==> src/pkg/tsd_map.vh <==
`ifndef TSD_MAP_VH
`define TSD_MAP_VH

// ----------------------------------------------------------------------
// Register byte offsets
// ----------------------------------------------------------------------
`define TSD_OFF_CMD     4'h0
`define TSD_OFF_STAT    4'h4
`define TSD_OFF_RESULT  4'h8

// ----------------------------------------------------------------------
// Command word fields
// ----------------------------------------------------------------------
`define TSD_F_OP_LO     0
`define TSD_F_OUT_LO    4
`define TSD_F_ARG_LO    8
`define TSD_F_IDX_LO    16
`define TSD_F_QUAL_LO   21
`define TSD_F_SLOT_LO   24

// ----------------------------------------------------------------------
// Opcodes
// ----------------------------------------------------------------------
`define TSD_OP_STD_SET  4'h0
`define TSD_OP_STD_Q    4'h1
`define TSD_OP_SIG_SET  4'h2
`define TSD_OP_SIG_Q    4'h3
`define TSD_OP_BLK_SET  4'h4
`define TSD_OP_BLK_Q    4'h5
`define TSD_OP_PER_SET  4'h6
`define TSD_OP_PER_Q    4'h7
`define TSD_OP_TXT_SET  4'h8
`define TSD_OP_TXT_Q    4'h9
`define TSD_OP_DAT_SET  4'hA
`define TSD_OP_DAT_Q    4'hB
`define TSD_OP_LOAD     4'hC
`define TSD_OP_ACT_Q    4'hD

// ----------------------------------------------------------------------
// Query qualifiers
// ----------------------------------------------------------------------
`define TSD_Q_CUR       2'h0
`define TSD_Q_MIN       2'h1
`define TSD_Q_MAX       2'h2
`define TSD_Q_DEF       2'h3

// ----------------------------------------------------------------------
// Standards and signal codes
// ----------------------------------------------------------------------
`define TSD_STD_NTSC    2'h0
`define TSD_STD_NTSC_NS 2'h1
`define TSD_STD_PAL     2'h2
`define TSD_SIG_BB      5'h00
`define TSD_SIG_BLACK_BURST_WITH_FIELD_REF 5'h01
`define TSD_SIG_BB_NOFR 5'h02
`define TSD_SIG_LAST12  5'h09
`define TSD_SIG_FIRST4  5'h0A
`define TSD_SIG_LAST    5'h11

// ----------------------------------------------------------------------
// Blink period in half seconds, reset values, text size
// ----------------------------------------------------------------------
`define TSD_PER_HALF    2'h1
`define TSD_PER_ONE     2'h2
`define TSD_PER_DEF     2'h1
`define TSD_TEXT_MAX    5'h12
`define TSD_RESP_OKAY   2'h0
`define TSD_RESP_SLVERR 2'h2

`endif

==> src/tsd_decoder.v <==
// Summary of operation
// One standard kept per output 1, 2, 4.
// Standard and signal commands accept indices 1,2,4.
// Outputs 1,2 offer the ten timing signals.
// Output 4 offers bars, field, user signals.
// Blink enable per output 3 and 4.
// Boolean argument 1 means on, 0 off.
// Blink interval only half or one second.
// Overlay enable per output 3 and 4.
// Overlay text holds at most eighteen characters.
// Signal and standard queries return current values.
// Interval query returns the stored interval.
// Load signal by slot; active query returns it.
// Min, max, default qualifiers return limits. Here only the interval query takes them; every other command rejects them.
// Bad index or selection rejected, state unchanged.
//
// Design decisions made here: the register offsets and the AXI4-Lite interface to the registers.
`include "tsd_map.vh"

module tsd_decoder #(
	parameter [3:0] SLOT_NUM = 4'h1
) (
	// Clock and reset
	input  wire         mclk,
	input  wire         resetn,
	// AXI4-Lite write address
	input  wire         s_axi_awvalid,
	output wire         s_axi_awready,
	input  wire [3:0]   s_axi_awaddr,
	// AXI4-Lite write data
	input  wire         s_axi_wvalid,
	output wire         s_axi_wready,
	input  wire [31:0]  s_axi_wdata,
	input  wire [3:0]   s_axi_wstrb,
	// AXI4-Lite write response
	output wire         s_axi_bvalid,
	input  wire         s_axi_bready,
	output wire [1:0]   s_axi_bresp,
	// AXI4-Lite read address
	input  wire         s_axi_arvalid,
	output wire         s_axi_arready,
	input  wire [3:0]   s_axi_araddr,
	// AXI4-Lite read data
	output wire         s_axi_rvalid,
	input  wire         s_axi_rready,
	output wire [31:0]  s_axi_rdata,
	output wire [1:0]   s_axi_rresp,
	// Settings for outputs 1, 2 and 4, lowest slice is output 1
	output wire [5:0]   std_out,
	output wire [14:0]  sig_out,
	// Overlay settings for outputs 3 and 4, bit 0 is output 3
	output wire [1:0]   blink_en,
	output wire [3:0]   blink_period,
	output wire [1:0]   text_en,
	output wire [9:0]   text_len,
	output wire [287:0] text_chars,
	// Signal loaded into this module
	output wire [4:0]   active_sig
);

	// ------------------------------------------------------------------
	// Bus slave state
	// ------------------------------------------------------------------
	reg         aw_full_reg;
	reg         w_full_reg;
	reg  [3:0]  aw_addr_reg;
	reg  [31:0] w_data_reg;
	reg  [3:0]  w_strb_reg;
	reg         bvalid_reg;
	reg  [1:0]  bresp_reg;
	reg         rvalid_reg;
	reg  [31:0] rdata_reg;
	reg  [1:0]  rresp_reg;

	// ------------------------------------------------------------------
	// Block state
	// ------------------------------------------------------------------
	reg  [1:0]  std_reg [0:2];
	reg  [4:0]  sig_reg [0:2];
	reg  [1:0]  blink_reg;
	reg  [1:0]  per_reg [0:1];
	reg  [1:0]  text_reg;
	reg  [4:0]  len_reg [0:1];
	reg  [7:0]  txt_mem [0:35];
	reg  [4:0]  act_reg;
	reg  [31:0] result_reg;
	reg         acc_reg;
	reg         rej_reg;
	reg  [7:0]  cnt_reg;

	wire        wr_fire = aw_full_reg & w_full_reg & ~bvalid_reg;
	wire        cmd_hit = wr_fire & (aw_addr_reg == `TSD_OFF_CMD) &
	                      (w_strb_reg == 4'hF);
	wire [3:0]  op   = w_data_reg[`TSD_F_OP_LO +: 4];
	wire [2:0]  outn = w_data_reg[`TSD_F_OUT_LO +: 3];
	wire [7:0]  arg  = w_data_reg[`TSD_F_ARG_LO +: 8];
	wire [4:0]  cidx = w_data_reg[`TSD_F_IDX_LO +: 5];
	wire [1:0]  qual = w_data_reg[`TSD_F_QUAL_LO +: 2];
	wire [3:0]  slot = w_data_reg[`TSD_F_SLOT_LO +: 4];

	// ------------------------------------------------------------------
	// Command decode
	// ------------------------------------------------------------------
	reg         vid_ok;
	reg  [1:0]  vs;
	reg         ovl_ok;
	reg         os;
	reg         sig_ok;
	reg         ok;
	reg  [31:0] res;
	reg  [5:0]  mi;

	always @* begin
		vid_ok = 1'b1;
		vs     = 2'h0;
		case (outn)
			3'h1: vs = 2'h0;
			3'h2: vs = 2'h1;
			3'h4: vs = 2'h2;
			default: vid_ok = 1'b0;
		endcase
		ovl_ok = (outn == 3'h3) | (outn == 3'h4);
		os     = (outn == 3'h4);
		if (vs == 2'h2) begin
			sig_ok = (arg[7:5] == 3'h0) &
			         ((arg[4:0] <= `TSD_SIG_BB_NOFR) |
			          ((arg[4:0] >= `TSD_SIG_FIRST4) &
			           (arg[4:0] <= `TSD_SIG_LAST)));
		end else begin
			sig_ok = (arg <= {3'h0, `TSD_SIG_LAST12});
		end
		mi  = os ? {1'b0, cidx} + 6'h12 : {1'b0, cidx};
		ok  = 1'b0;
		res = 32'h0;
		case (op)
			`TSD_OP_STD_SET: ok = vid_ok & (arg <= 8'h02);
			`TSD_OP_STD_Q: begin
				ok  = vid_ok;
				res = {30'h0, std_reg[vs]};
			end
			`TSD_OP_SIG_SET: ok = vid_ok & sig_ok;
			`TSD_OP_SIG_Q: begin
				ok  = vid_ok;
				res = {27'h0, sig_reg[vs]};
			end
			`TSD_OP_BLK_SET: ok = ovl_ok & (arg <= 8'h01);
			`TSD_OP_BLK_Q: begin
				ok  = ovl_ok;
				res = {31'h0, blink_reg[os]};
			end
			`TSD_OP_PER_SET: begin
				ok = ovl_ok & ((arg == 8'h01) | (arg == 8'h02));
			end
			`TSD_OP_PER_Q: begin
				ok = ovl_ok;
				case (qual)
					`TSD_Q_MIN: res = {30'h0, `TSD_PER_HALF};
					`TSD_Q_MAX: res = {30'h0, `TSD_PER_ONE};
					`TSD_Q_DEF: res = {30'h0, `TSD_PER_DEF};
					default:    res = {30'h0, per_reg[os]};
				endcase
			end
			`TSD_OP_TXT_SET: ok = ovl_ok & (arg <= 8'h01);
			`TSD_OP_TXT_Q: begin
				ok  = ovl_ok;
				res = {31'h0, text_reg[os]};
			end
			`TSD_OP_DAT_SET: ok = ovl_ok & (cidx < `TSD_TEXT_MAX);
			`TSD_OP_DAT_Q: begin
				ok  = ovl_ok & (cidx < `TSD_TEXT_MAX);
				res = {19'h0, len_reg[os], txt_mem[mi]};
			end
			`TSD_OP_LOAD: begin
				ok = (slot == SLOT_NUM) & (arg <= {3'h0, `TSD_SIG_LAST});
			end
			`TSD_OP_ACT_Q: begin
				ok  = (slot == SLOT_NUM);
				res = {27'h0, act_reg};
			end
			default: ok = 1'b0;
		endcase
		// Limit qualifiers exist only on the interval query.
		if ((qual != `TSD_Q_CUR) && (op != `TSD_OP_PER_Q)) begin
			ok = 1'b0;
		end
	end

	// ------------------------------------------------------------------
	// Setting registers
	// ------------------------------------------------------------------
	integer i;
	always @(posedge mclk) begin
		if (!resetn) begin
			for (i = 0; i < 3; i = i + 1) begin
				std_reg[i] <= `TSD_STD_NTSC;
				sig_reg[i] <= `TSD_SIG_BB;
			end
			for (i = 0; i < 36; i = i + 1) begin
				txt_mem[i] <= 8'h00;
			end
			per_reg[0] <= `TSD_PER_DEF;
			per_reg[1] <= `TSD_PER_DEF;
			len_reg[0] <= 5'h00;
			len_reg[1] <= 5'h00;
			blink_reg  <= 2'h0;
			text_reg   <= 2'h0;
			act_reg    <= `TSD_SIG_BB;
			result_reg <= 32'h0;
			acc_reg    <= 1'b0;
			rej_reg    <= 1'b0;
			cnt_reg    <= 8'h00;
		end else if (cmd_hit) begin
			acc_reg <= ok;
			rej_reg <= ~ok;
			cnt_reg <= cnt_reg + 8'h01;
			if (ok) begin
				result_reg <= res;
				case (op)
					`TSD_OP_STD_SET: std_reg[vs] <= arg[1:0];
					`TSD_OP_SIG_SET: sig_reg[vs] <= arg[4:0];
					`TSD_OP_BLK_SET: blink_reg[os] <= arg[0];
					`TSD_OP_PER_SET: per_reg[os] <= arg[1:0];
					`TSD_OP_TXT_SET: text_reg[os] <= arg[0];
					`TSD_OP_DAT_SET: begin
						// A zero character ends the string at its index.
						txt_mem[mi] <= arg;
						if (arg == 8'h00) begin
							len_reg[os] <= cidx;
						end else if (cidx >= len_reg[os]) begin
							len_reg[os] <= cidx + 5'h01;
						end
					end
					`TSD_OP_LOAD: act_reg <= arg[4:0];
					default: act_reg <= act_reg;
				endcase
			end
		end
	end

	// ------------------------------------------------------------------
	// AXI4-Lite write path
	// ------------------------------------------------------------------
	assign s_axi_awready = ~aw_full_reg & ~bvalid_reg;
	assign s_axi_wready  = ~w_full_reg & ~bvalid_reg;
	assign s_axi_bvalid  = bvalid_reg;
	assign s_axi_bresp   = bresp_reg;

	always @(posedge mclk) begin
		if (!resetn) begin
			aw_full_reg <= 1'b0;
			w_full_reg  <= 1'b0;
			aw_addr_reg <= 4'h0;
			w_data_reg  <= 32'h0;
			w_strb_reg  <= 4'h0;
			bvalid_reg  <= 1'b0;
			bresp_reg   <= `TSD_RESP_OKAY;
		end else begin
			if (s_axi_awvalid && s_axi_awready) begin
				aw_full_reg <= 1'b1;
				aw_addr_reg <= s_axi_awaddr;
			end
			if (s_axi_wvalid && s_axi_wready) begin
				w_full_reg <= 1'b1;
				w_data_reg <= s_axi_wdata;
				w_strb_reg <= s_axi_wstrb;
			end
			if (wr_fire) begin
				aw_full_reg <= 1'b0;
				w_full_reg  <= 1'b0;
				bvalid_reg  <= 1'b1;
				// Only the command word is writable, and only whole.
				bresp_reg   <= cmd_hit ? `TSD_RESP_OKAY : `TSD_RESP_SLVERR;
			end else if (bvalid_reg && s_axi_bready) begin
				bvalid_reg <= 1'b0;
			end
		end
	end

	// ------------------------------------------------------------------
	// AXI4-Lite read path
	// ------------------------------------------------------------------
	assign s_axi_arready = ~rvalid_reg;
	assign s_axi_rvalid  = rvalid_reg;
	assign s_axi_rdata   = rdata_reg;
	assign s_axi_rresp   = rresp_reg;

	always @(posedge mclk) begin
		if (!resetn) begin
			rvalid_reg <= 1'b0;
			rdata_reg  <= 32'h0;
			rresp_reg  <= `TSD_RESP_OKAY;
		end else if (s_axi_arvalid && s_axi_arready) begin
			rvalid_reg <= 1'b1;
			rresp_reg  <= `TSD_RESP_OKAY;
			case (s_axi_araddr)
				`TSD_OFF_CMD:    rdata_reg <= w_data_reg;
				`TSD_OFF_STAT:   rdata_reg <= {22'h0, cnt_reg, rej_reg,
				                               acc_reg};
				`TSD_OFF_RESULT: rdata_reg <= result_reg;
				default: begin
					rdata_reg <= 32'h0;
					rresp_reg <= `TSD_RESP_SLVERR;
				end
			endcase
		end else if (rvalid_reg && s_axi_rready) begin
			rvalid_reg <= 1'b0;
		end
	end

	// ------------------------------------------------------------------
	// Settings towards the video generators
	// ------------------------------------------------------------------
	genvar g;
	generate
		for (g = 0; g < 3; g = g + 1) begin : g_vid
			assign std_out[2*g +: 2] = std_reg[g];
			assign sig_out[5*g +: 5] = sig_reg[g];
		end
		for (g = 0; g < 2; g = g + 1) begin : g_ovl
			assign blink_period[2*g +: 2] = per_reg[g];
			assign text_len[5*g +: 5]     = len_reg[g];
		end
		for (g = 0; g < 36; g = g + 1) begin : g_txt
			assign text_chars[8*g +: 8] = txt_mem[g];
		end
	endgenerate

	assign blink_en   = blink_reg;
	assign text_en    = text_reg;
	assign active_sig = act_reg;

endmodule

==> config.mk <==
export PLATFORM = sky130hd
export DESIGN_NAME = tsd_decoder
export DESIGN_NICKNAME = d
export VERILOG_FILES = /design/src/tsd_decoder.v
export VERILOG_INCLUDE_DIRS = /design/src /design/src/pkg
export SDC_FILE = /design/constraint.sdc
export NUM_CORES = 1
export LEC_CHECK = 0
export BUFFER_PORTS_ARGS = -buffer_cell sky130_fd_sc_hd__buf_2
export CAP_MARGIN = 10
export CORE_UTILIZATION = 52
export CTS_BUF_LIST = sky130_fd_sc_hd__clkbuf_16
export CTS_CLUSTER_DIAMETER = 80
export DETAILED_ROUTE_END_ITERATION = 10
export PLACE_DENSITY = 0.8
export SETUP_SLACK_MARGIN = 0.5
export SLEW_MARGIN = 20
export SYNTH_ARGS = -nofsm -noshare
export SYNTH_HDL_FRONTEND = slang
export SYNTH_SLANG_ARGS = --single-unit
==> constraint.sdc <==
create_clock -name mclk -period 3.8 [get_ports mclk]
set_input_delay 0.19 -clock mclk [delete_from_list [all_inputs] [get_ports mclk]]
set_output_delay 0.19 -clock mclk [all_outputs]
set_load 0.02 [all_outputs]
==> results of run 1 <==
-- repair_timing --
| item | CTS | global route |
|---|---|---|
| gates cloned | 0 | 5 |
| gates resized for setup | 15 | 36 |
| endpoints found under the hold margin | 43 | 0 |
| buffers inserted | 7 | 25 |
| pin swaps | 1 | 5 |
| setup endpoints to repair | 299 | 557 |
| hold buffers | 45 | 0 |
-- per-layer routing --
metal / routed length (um) / track usage / up-vias
met5: 77 / 0 / -
met4: 8373 / 0.2508 / 12
met3: 17740 / 0.1161 / 463
met2: 53310 / 0.6463 / 2385
met1: 41230 / 0.5453 / 12010
li1: - / - / 10100
-- how the worst max path moves through the flow --
stage	startpoint	to	slack (ps)	cells past startpoint
after floorplan	w_data_reg[12]	txt_mem[5][0]	310	10
after global placement	w_data_reg[6]	result_reg[2]	170	9
after CTS	w_data_reg[12]	txt_mem[17][5]	410	10
final	w_data_reg[17]	result_reg[3]	530	9
after detailed placement	w_data_reg[6]	result_reg[2]	160	9
after global routing	w_data_reg[15]	txt_mem[54][3]	450	11
-- power breakdown --
group          internal (mW)  switching, mW
sequential              8.01          0.227
combinational          0.668           1.38
clock                   3.83           3.01
total                   12.5           4.62
-- tightest hold or removal path, delay by kind of cell --
| family | cells | cell delay [ps] |
|---|---|---|
| compound gates | 1 | 80 |
| buf+inv | 1 | 70 |
| simple gates | 2 | 340 |
-- logic make-up (layout without fill, tap and decap cells) --
group                      count (synthesis)  after routing  synth area share
AOI/OAI and AO/OA                        514            514            0.1223
xor gates and xnor gates                   8              8          0.002484
adders and majority gates                  9              9          0.003992
buffers and inverters                    191            818           0.02927
DFF                                      657            657            0.6603
muxes                                    134            134           0.04932
other                                      1             69         0.0001329
and+or+nand+nor                          857            857            0.1322
-- placed cells by master, fill, tap and decap left out, types with 22 or more instances in the layout --
| cell | netlist | routed |
|---|---|---|
| sky130_fd_sc_hd__nand3_1 | 33 | 33 |
| sky130_fd_sc_hd__mux2i_1 | 98 | 94 |
| sky130_fd_sc_hd__clkbuf_16 | 0 | 77 |
| sky130_fd_sc_hd__o22ai_1 | 98 | 98 |
| sky130_fd_sc_hd__a21oi_1 | 106 | 104 |
| sky130_fd_sc_hd__o21ai_0 | 85 | 62 |
| sky130_fd_sc_hd__o21ai_1 | 17 | 32 |
| sky130_fd_sc_hd__nor3_1 | 30 | 29 |
| sky130_fd_sc_hd__dlygate4sd3_1 | 0 | 45 |
| sky130_fd_sc_hd__conb_1 | 1 | 68 |
| sky130_fd_sc_hd__buf_4 | 6 | 188 |
| sky130_fd_sc_hd__nand2_1 | 239 | 238 |
| sky130_fd_sc_hd__mux2_2 | 34 | 32 |
| sky130_fd_sc_hd__inv_1 | 8 | 22 |
| sky130_fd_sc_hd__buf_2 | 39 | 421 |
| sky130_fd_sc_hd__dfxtp_1 | 110 | 104 |
| sky130_fd_sc_hd__o221ai_1 | 46 | 46 |
| sky130_fd_sc_hd__nor2_1 | 426 | 417 |
| sky130_fd_sc_hd__edfxtp_1 | 547 | 547 |
-- final cells by class --
class / count / area (um^2) / area share
inverters: 9 / 33.78 / 0.0009479
repair buffers: 684 / 4519 / 0.1268
clock buffers: 72 / 1802 / 0.05055
multi-input cells: 1590 / 9301 / 0.2610
clock inverters: 53 / 471.7 / 0.01324
diodes: 1 / 2.502 / 0.00007021
well taps: 696 / 870.8 / 0.02443
flip-flops and latches: 657 / 18640 / 0.5230
==> impl_summary.log, run 1 <==
[metrics] clock network latency to the later pin of the worst-skew pair: 650 ps
[metrics] effective utilization at floorplan: 0.5253
[metrics] top post-synthesis cells by count: sky130_fd_sc_hd__edfxtp_1 (547), sky130_fd_sc_hd__nor2_1 (426), sky130_fd_sc_hd__nand2_1 (239)
[metrics] vias per inst: 6.638
[metrics] cell-by-cell listing of the critical path: inv_1, ha_1, nor4b_2, a22o_4, a22oi_1, a31o_2, a21oi_1, or4_1, a21oi_1
[metrics] share of synthesized area occupied by flip-flops and latches: 0.6603
[metrics] CTS tree: done
[metrics] setup-violating endpoint count in the final report: 0
[metrics] biggest area contributors in the synthesized netlist: sky130_fd_sc_hd__edfxtp_1 (58%), sky130_fd_sc_hd__dfxtp_1 (7.8%), sky130_fd_sc_hd__nor2_1 (5.7%), sky130_fd_sc_hd__mux2i_1 (3.5%), sky130_fd_sc_hd__nand2_1 (3.2%)
[metrics] Worst setup SP type: flop
[metrics] clock slew at the register clock pins of the worst setup and hold paths: 60 ps
[metrics] maxcap violations: 0
[metrics] outcome: finished, final reports clean
[metrics] half-perimeter wire length after detailed placement: 84,760 um
[metrics] post-route fraction of the period consumed by the critical path: 0.8595
[metrics] cell with the most instances after synthesis: sky130_fd_sc_hd__edfxtp_1
[metrics] warnings from Yosys: 0
[metrics] cell count of the worst reg-to-reg path: 9
[metrics] cell family with the largest share of critical-path delay: compound AO/OA/AOI/OAI gates
[metrics] launching point of the worst reg2reg path: w_data_reg[17]
[metrics] number of detailed-routing iterations run before antenna repair: 7
[metrics] Die Y-Extent: 234.9 um
[metrics] maximum number of buffers from clock root to sink: 3
[metrics] Nets: 3,072
[metrics] relative max-transition margin: 0.2305
[metrics] area share of the largest cell type after synthesis: 0.5822
[metrics] final worst clock skew: 34.46 ps
[metrics] most frequent cell on the critical path: sky130_fd_sc_hd__a21oi_1
[metrics] overall track demand over capacity in global routing: 0.4242
[metrics] non-filler instance count after layout: 3,762
[metrics] PnR worst setup slack: 533.9 ps
[metrics] maximum frequency from static timing analysis: 306.2 MHz
[metrics] total power consumption of the routed design: 17.12 mW
[metrics] Avg Cell Area, Syn: 11.90 um^2
[metrics] total leakage power: 13.25 nW
[metrics] number of standard cells after synthesis: 2,371
[metrics] worst ir drop on vdd: 0.3604 mV
[metrics] TritonCTS buffer count: 70
[metrics] remaining number of nets flagged by the antenna check after routing: 0
[metrics] most instantiated flip-flop cell in the synthesis netlist: sky130_fd_sc_hd__edfxtp_1
[metrics] quantity of I/O buffers inserted on ports: 421
[metrics] Layout Utilization: 0.6636
[metrics] Final Max Slew Viols: 0
[metrics] largest net degree at the start of global routing: 100
[metrics] placeable core area: 0.05371 mm^2
[metrics] flop-to-flop setup slack: 530 ps
[metrics] critical-path maximum fanout: 17
[metrics] number of H-tree levels: 3
[metrics] layout cells sized above 1: 0.2770
[metrics] overall overflow remaining after global route: 0
[metrics] data arrival time at the worst-slack endpoint: 3780 ps
[metrics] Horiz. Die Dim: 234.9 um
[metrics] clock root buffer master: sky130_fd_sc_hd__clkbuf_16
[metrics] global-route wire length before repair: 167,200 um
[metrics] Hold Worst Slack: 93.08 ps
[metrics] Min-Delay Path Class: input port to flop
[metrics] startpoint-to-endpoint class of the critical path: flop to flop
[metrics] cell area after placement: 0.03227 mm^2
[metrics] total I/O pin count: 424
[metrics] Period minus WS final: 3266 ps
[metrics] via count of the first global-routing pass: 23,530
[metrics] Cell Count Post-Placement: 3,554
[metrics] Worst Path Required: 4320 ps
[metrics] terminus of the critical flop-to-flop path: result_reg[3]
[metrics] mapped cell area: 0.02821 mm^2
[metrics] RSZ-0062 raised after global routing: true
[metrics] final-layout fill cell count: 3,967
[metrics] critical hold path startpoint: s_axi_awvalid
[metrics] overall via count from detail_route: 24,970
[metrics] library cell contributing the largest single delay on the critical path: sky130_fd_sc_hd__nor4b_2
[metrics] minimum setup slack after placement: 164.5 ps
[metrics] final hold vios: 0
[metrics] number of remaining DRC errors: 0
[metrics] Critical path buffers and inverters: 1
[metrics] Distinct cells, synth: 85
[metrics] growth of design area from synthesis to finish: 26.33%
[metrics] EDFF count, synth: 547
[metrics] power density over cell area: 480.5 mW/mm^2
[metrics] type of destination of the critical path: flop
[metrics] post-route setup TNS: 0 ps
[metrics] total detailed-routing wirelength: 120,700 um
[metrics] number of antenna violations at the first check in global routing: 7
[metrics] routed len/inst: 32.09 um
[metrics] Critical Path Max Stage Delay: 620 ps
[metrics] cell taking the most area after synthesis: sky130_fd_sc_hd__edfxtp_1
[metrics] max FFs per register: 512
[metrics] flip-flop and latch count after synthesis: 657
[metrics] endpoint of the worst hold-timing path: aw_full_reg
[metrics] sinks on the clock net: 657
[metrics] final instance area: 0.03564 mm^2
[metrics] number of cell rows: 85
[metrics] actual slew at the worst max-slew pin: 1151 ps
[metrics] Worst Hold Path Cells: 4
[metrics] overall die area: 0.05519 mm^2
[metrics] fraction of registers with async set/reset: 0
[metrics] DRT iter0 DRCs: 4,534
[metrics] Routability Congestion: 1.021
Power figures use the tool's default switching activity.
==> inputs of run 2 (changes only) <==
- RECOVER_POWER: default -> 25
==> impl_summary.log, run 2 (synthesized netlist as in run 1, its figures left out) <==
[metrics] cell family with the largest share of critical-path delay: compound AO/OA/AOI/OAI gates
[metrics] number of H-tree levels: 3 (unchanged)
[metrics] growth of design area from synthesis to finish: 25.62%
[metrics] layout cells sized above 1: 0.2274 (-0.04959)
[metrics] most frequent standard cell in the layout excluding fill and tap cells: sky130_fd_sc_hd__edfxtp_1
[metrics] part of the power in the clock network: 0.400 (about the same)
[metrics] TritonCTS buffer count: 70 (unchanged)
[metrics] total detailed-routing wirelength: 120,800 um (about the same)
[metrics] portion of total power attributed to sequential cells: 0.481 (about the same)
[metrics] library cell contributing the largest single delay on the critical path: sky130_fd_sc_hd__dfxtp_2
[metrics] endpoint of the worst hold-timing path: aw_full_reg
[metrics] largest net degree at the start of global routing: 100 (unchanged)
[metrics] sinks on the clock net: 657 (unchanged)
[metrics] actual slew at the worst max-slew pin: 1922 ps (+771.0 ps)
[metrics] max FFs per register: 512 (unchanged)
[metrics] clock root buffer master: sky130_fd_sc_hd__clkbuf_16
[metrics] Critical Path Max Stage Delay: 430 ps (-190 ps)
[metrics] total leakage power: 12.71 nW (-4.1%)
[metrics] via count of the first global-routing pass: 23,530 (unchanged)
[metrics] final hold vios: 0 (unchanged)
[metrics] post-route setup TNS: 0 ps (unchanged)
[metrics] critical-path maximum fanout: 23 (+6)
[metrics] RSZ-0062 raised after global routing: true
[metrics] number of detailed-routing iterations run before antenna repair: 7 (unchanged)
[metrics] Worst setup SP type: flop
[metrics] Nets: 3,072 (unchanged)
[metrics] worst ir drop on vdd: 0.3598 mV (-0.16%)
[metrics] effective utilization at floorplan: 0.5253 (unchanged)
[metrics] CTS tree: done
[metrics] Worst Hold Path Cells: 4 (unchanged)
[metrics] number of antenna violations at the first check in global routing: 7 (unchanged)
[metrics] outcome: finished with violations
[metrics] post-route fraction of the period consumed by the critical path: 0.8802 (+0.02066)
[metrics] relative max-transition margin: -0.2816 (-0.5120)
[metrics] cell count of the worst reg-to-reg path: 11 (+2)
[metrics] type of destination of the critical path: flop
[metrics] power density over cell area: 483.0 mW/mm^2 (+0.53%)
[metrics] switching share of power: 0.2700 (+0.0003355)
[metrics] terminus of the critical flop-to-flop path: result_reg[7]
[metrics] vias per inst: 6.615 (-0.35%)
[metrics] cell internal pwr: 12.50 mW (about the same)
[metrics] Horiz. Die Dim: 234.9 um (unchanged)
[metrics] portion of total power attributed to combinational logic: 0.119 (about the same)
[metrics] net switching power: 4.623 mW (about the same)
[metrics] global-route wire length before repair: 167,200 um (unchanged)
[metrics] most frequent cells in the layout: sky130_fd_sc_hd__edfxtp_1 (547), sky130_fd_sc_hd__nor2_1 (417), sky130_fd_sc_hd__buf_2 (274)
[metrics] clock slew at the register clock pins of the worst setup and hold paths: 60 ps (about the same)
[metrics] maximum frequency from static timing analysis: 299.0 MHz (-2.3%)
[metrics] overall via count from detail_route: 24,880 (-0.35%)
[metrics] overall overflow remaining after global route: 0 (unchanged)
[metrics] number of cell rows: 85 (unchanged)
[metrics] Final Max Slew Viols: 158 (+158)
[metrics] placeable core area: 0.05371 mm^2 (unchanged)
[metrics] Critical path buffers and inverters: 3 (+2)
[metrics] quantity of I/O buffers inserted on ports: 421 (unchanged)
[metrics] flop-to-flop setup slack: 460 ps (-80 ps)
[metrics] remaining number of nets flagged by the antenna check after routing: 0 (unchanged)
[metrics] critical hold path startpoint: s_axi_awvalid
[metrics] overall die area: 0.05519 mm^2 (unchanged)
[metrics] maximum number of buffers from clock root to sink: 3 (unchanged)
[metrics] maxcap violations: 4 (+4)
[metrics] launching point of the worst reg2reg path: w_data_reg[6]
[metrics] total I/O pin count: 424 (unchanged)
[metrics] Hold Worst Slack: 85.66 ps (-7.419 ps)
[metrics] DRT iter0 DRCs: 4,436 (-2.2%)
[metrics] startpoint-to-endpoint class of the critical path: flop to flop
[metrics] data arrival time at the worst-slack endpoint: 3920 ps (+140 ps)
[metrics] Period minus WS final: 3345 ps (+78.50 ps)
[metrics] number of remaining DRC errors: 0 (unchanged)
[metrics] violations in the final reports: capacitance limit, slew limit
[metrics] Routability Congestion: 1.021 (unchanged)
[metrics] clock network latency to the later pin of the worst-skew pair: 650 ps (about the same)
[metrics] Die Y-Extent: 234.9 um (unchanged)
[metrics] setup-violating endpoint count in the final report: 0 (unchanged)
[metrics] Min-Delay Path Class: input port to flop
[metrics] overall track demand over capacity in global routing: 0.4242 (unchanged)
[metrics] routed len/inst: 32.12 um (about the same)
[metrics] Worst Path Required: 4370 ps (+50 ps)
[metrics] half-perimeter wire length after detailed placement: 84,760 um (unchanged)
[metrics] cell-by-cell listing of the critical path: nor3b_4, buf_12, buf_4, a2bb2oi_4, buf_8, o22ai_1, o21ai_0, a21boi_0, a2111oi_2, nand4_1, o21ai_1
[metrics] final worst clock skew: 37.30 ps (+2.839 ps)
[run 2: worst max path at each step]
stage / cells after the start / endpoint / start / slack (ps)
3_3_place_gp: 9 / result_reg[2] / w_data_reg[6] / 170
6_report: 11 / result_reg[7] / w_data_reg[6] / 460
4_1_cts: 10 / txt_mem[17][5] / w_data_reg[12] / 410
5_1_grt: 12 / txt_mem[17][1] / w_data_reg[8] / 420
3_5_place_dp: 9 / result_reg[2] / w_data_reg[6] / 160
2_1_floorplan: 10 / txt_mem[5][0] / w_data_reg[12] / 310
[run 2: stage by stage]
step | cell area, um^2 | setup slack (ps) | total power [mW] | util | std cells
6_report | 35440 | 455.3 | 17.12 | 0.6599 | 3762
5_1_grt | 35440 | 416.3 | 17.45 | 0.6598 | 3761
4_1_cts | 35130 | 405.9 | 16.96 | 0.6540 | 3731
3_5_place_dp | 32270 | 164.5 | 10.17 | 0.6009 | 3554
3_3_place_gp | 32270 | 171.3 | 10.16 | 0.6009 | 3554
2_1_floorplan | 28560 | 306.7 | 9.304 | - | 2438
[run 2: tightest hold or removal path: cells and delay by family]
family                 cells  cell delay, ps
AOI/OAI and AO/OA          1              80
and+or+nand+nor            2             330
buffers and inverters      1              70
[run 2: metal layers]
layer  GRT usage  share of wire  vias to the layer above
met4      0.2508          0.066                       14
met5           0        0.00081                        -
met2      0.6463           0.44                     2397
li1            -              -                    10090
met3      0.1161           0.15                      433
met1      0.5453           0.34                    11950
[run 2: final cells by class]
| cell class | instances | area (um^2) |
|---|---|---|
| flip-flops and latches | 657 | 18640 |
| fillers | 4062 | 18270 |
| multi-input cells | 1590 | 9301 |
| repair buffers | 684 | 4322 |
| clock buffers | 72 | 1802 |
| well taps | 696 | 870.8 |
| clock inverters | 53 | 471.7 |
| inverters | 9 | 33.78 |
| diodes | 1 | 2.502 |
[run 2: repair_timing]
item                                    in CTS  in global routing
resized for setup                           15                 36
buffers inserted                             7                 25
hold buffers                                45                  0
pin swaps                                    1                  5
endpoints found under the hold margin       43                  0
cloned                                       0                  5
endpoints found under the setup margin     299                557
[run 2: power by group through the flow]
stage | combinational (mW) | sequential, mW | clock, mW
5_1_grt | 2.09 | 8.23 | 7.13
3_5_place_dp | 1.82 | 8.36 | 0
6_report | 2.03 | 8.23 | 6.85
3_3_place_gp | 1.81 | 8.36 | 0
2_1_floorplan | 0.883 | 8.42 | 0
4_1_cts | 1.90 | 8.21 | 6.85
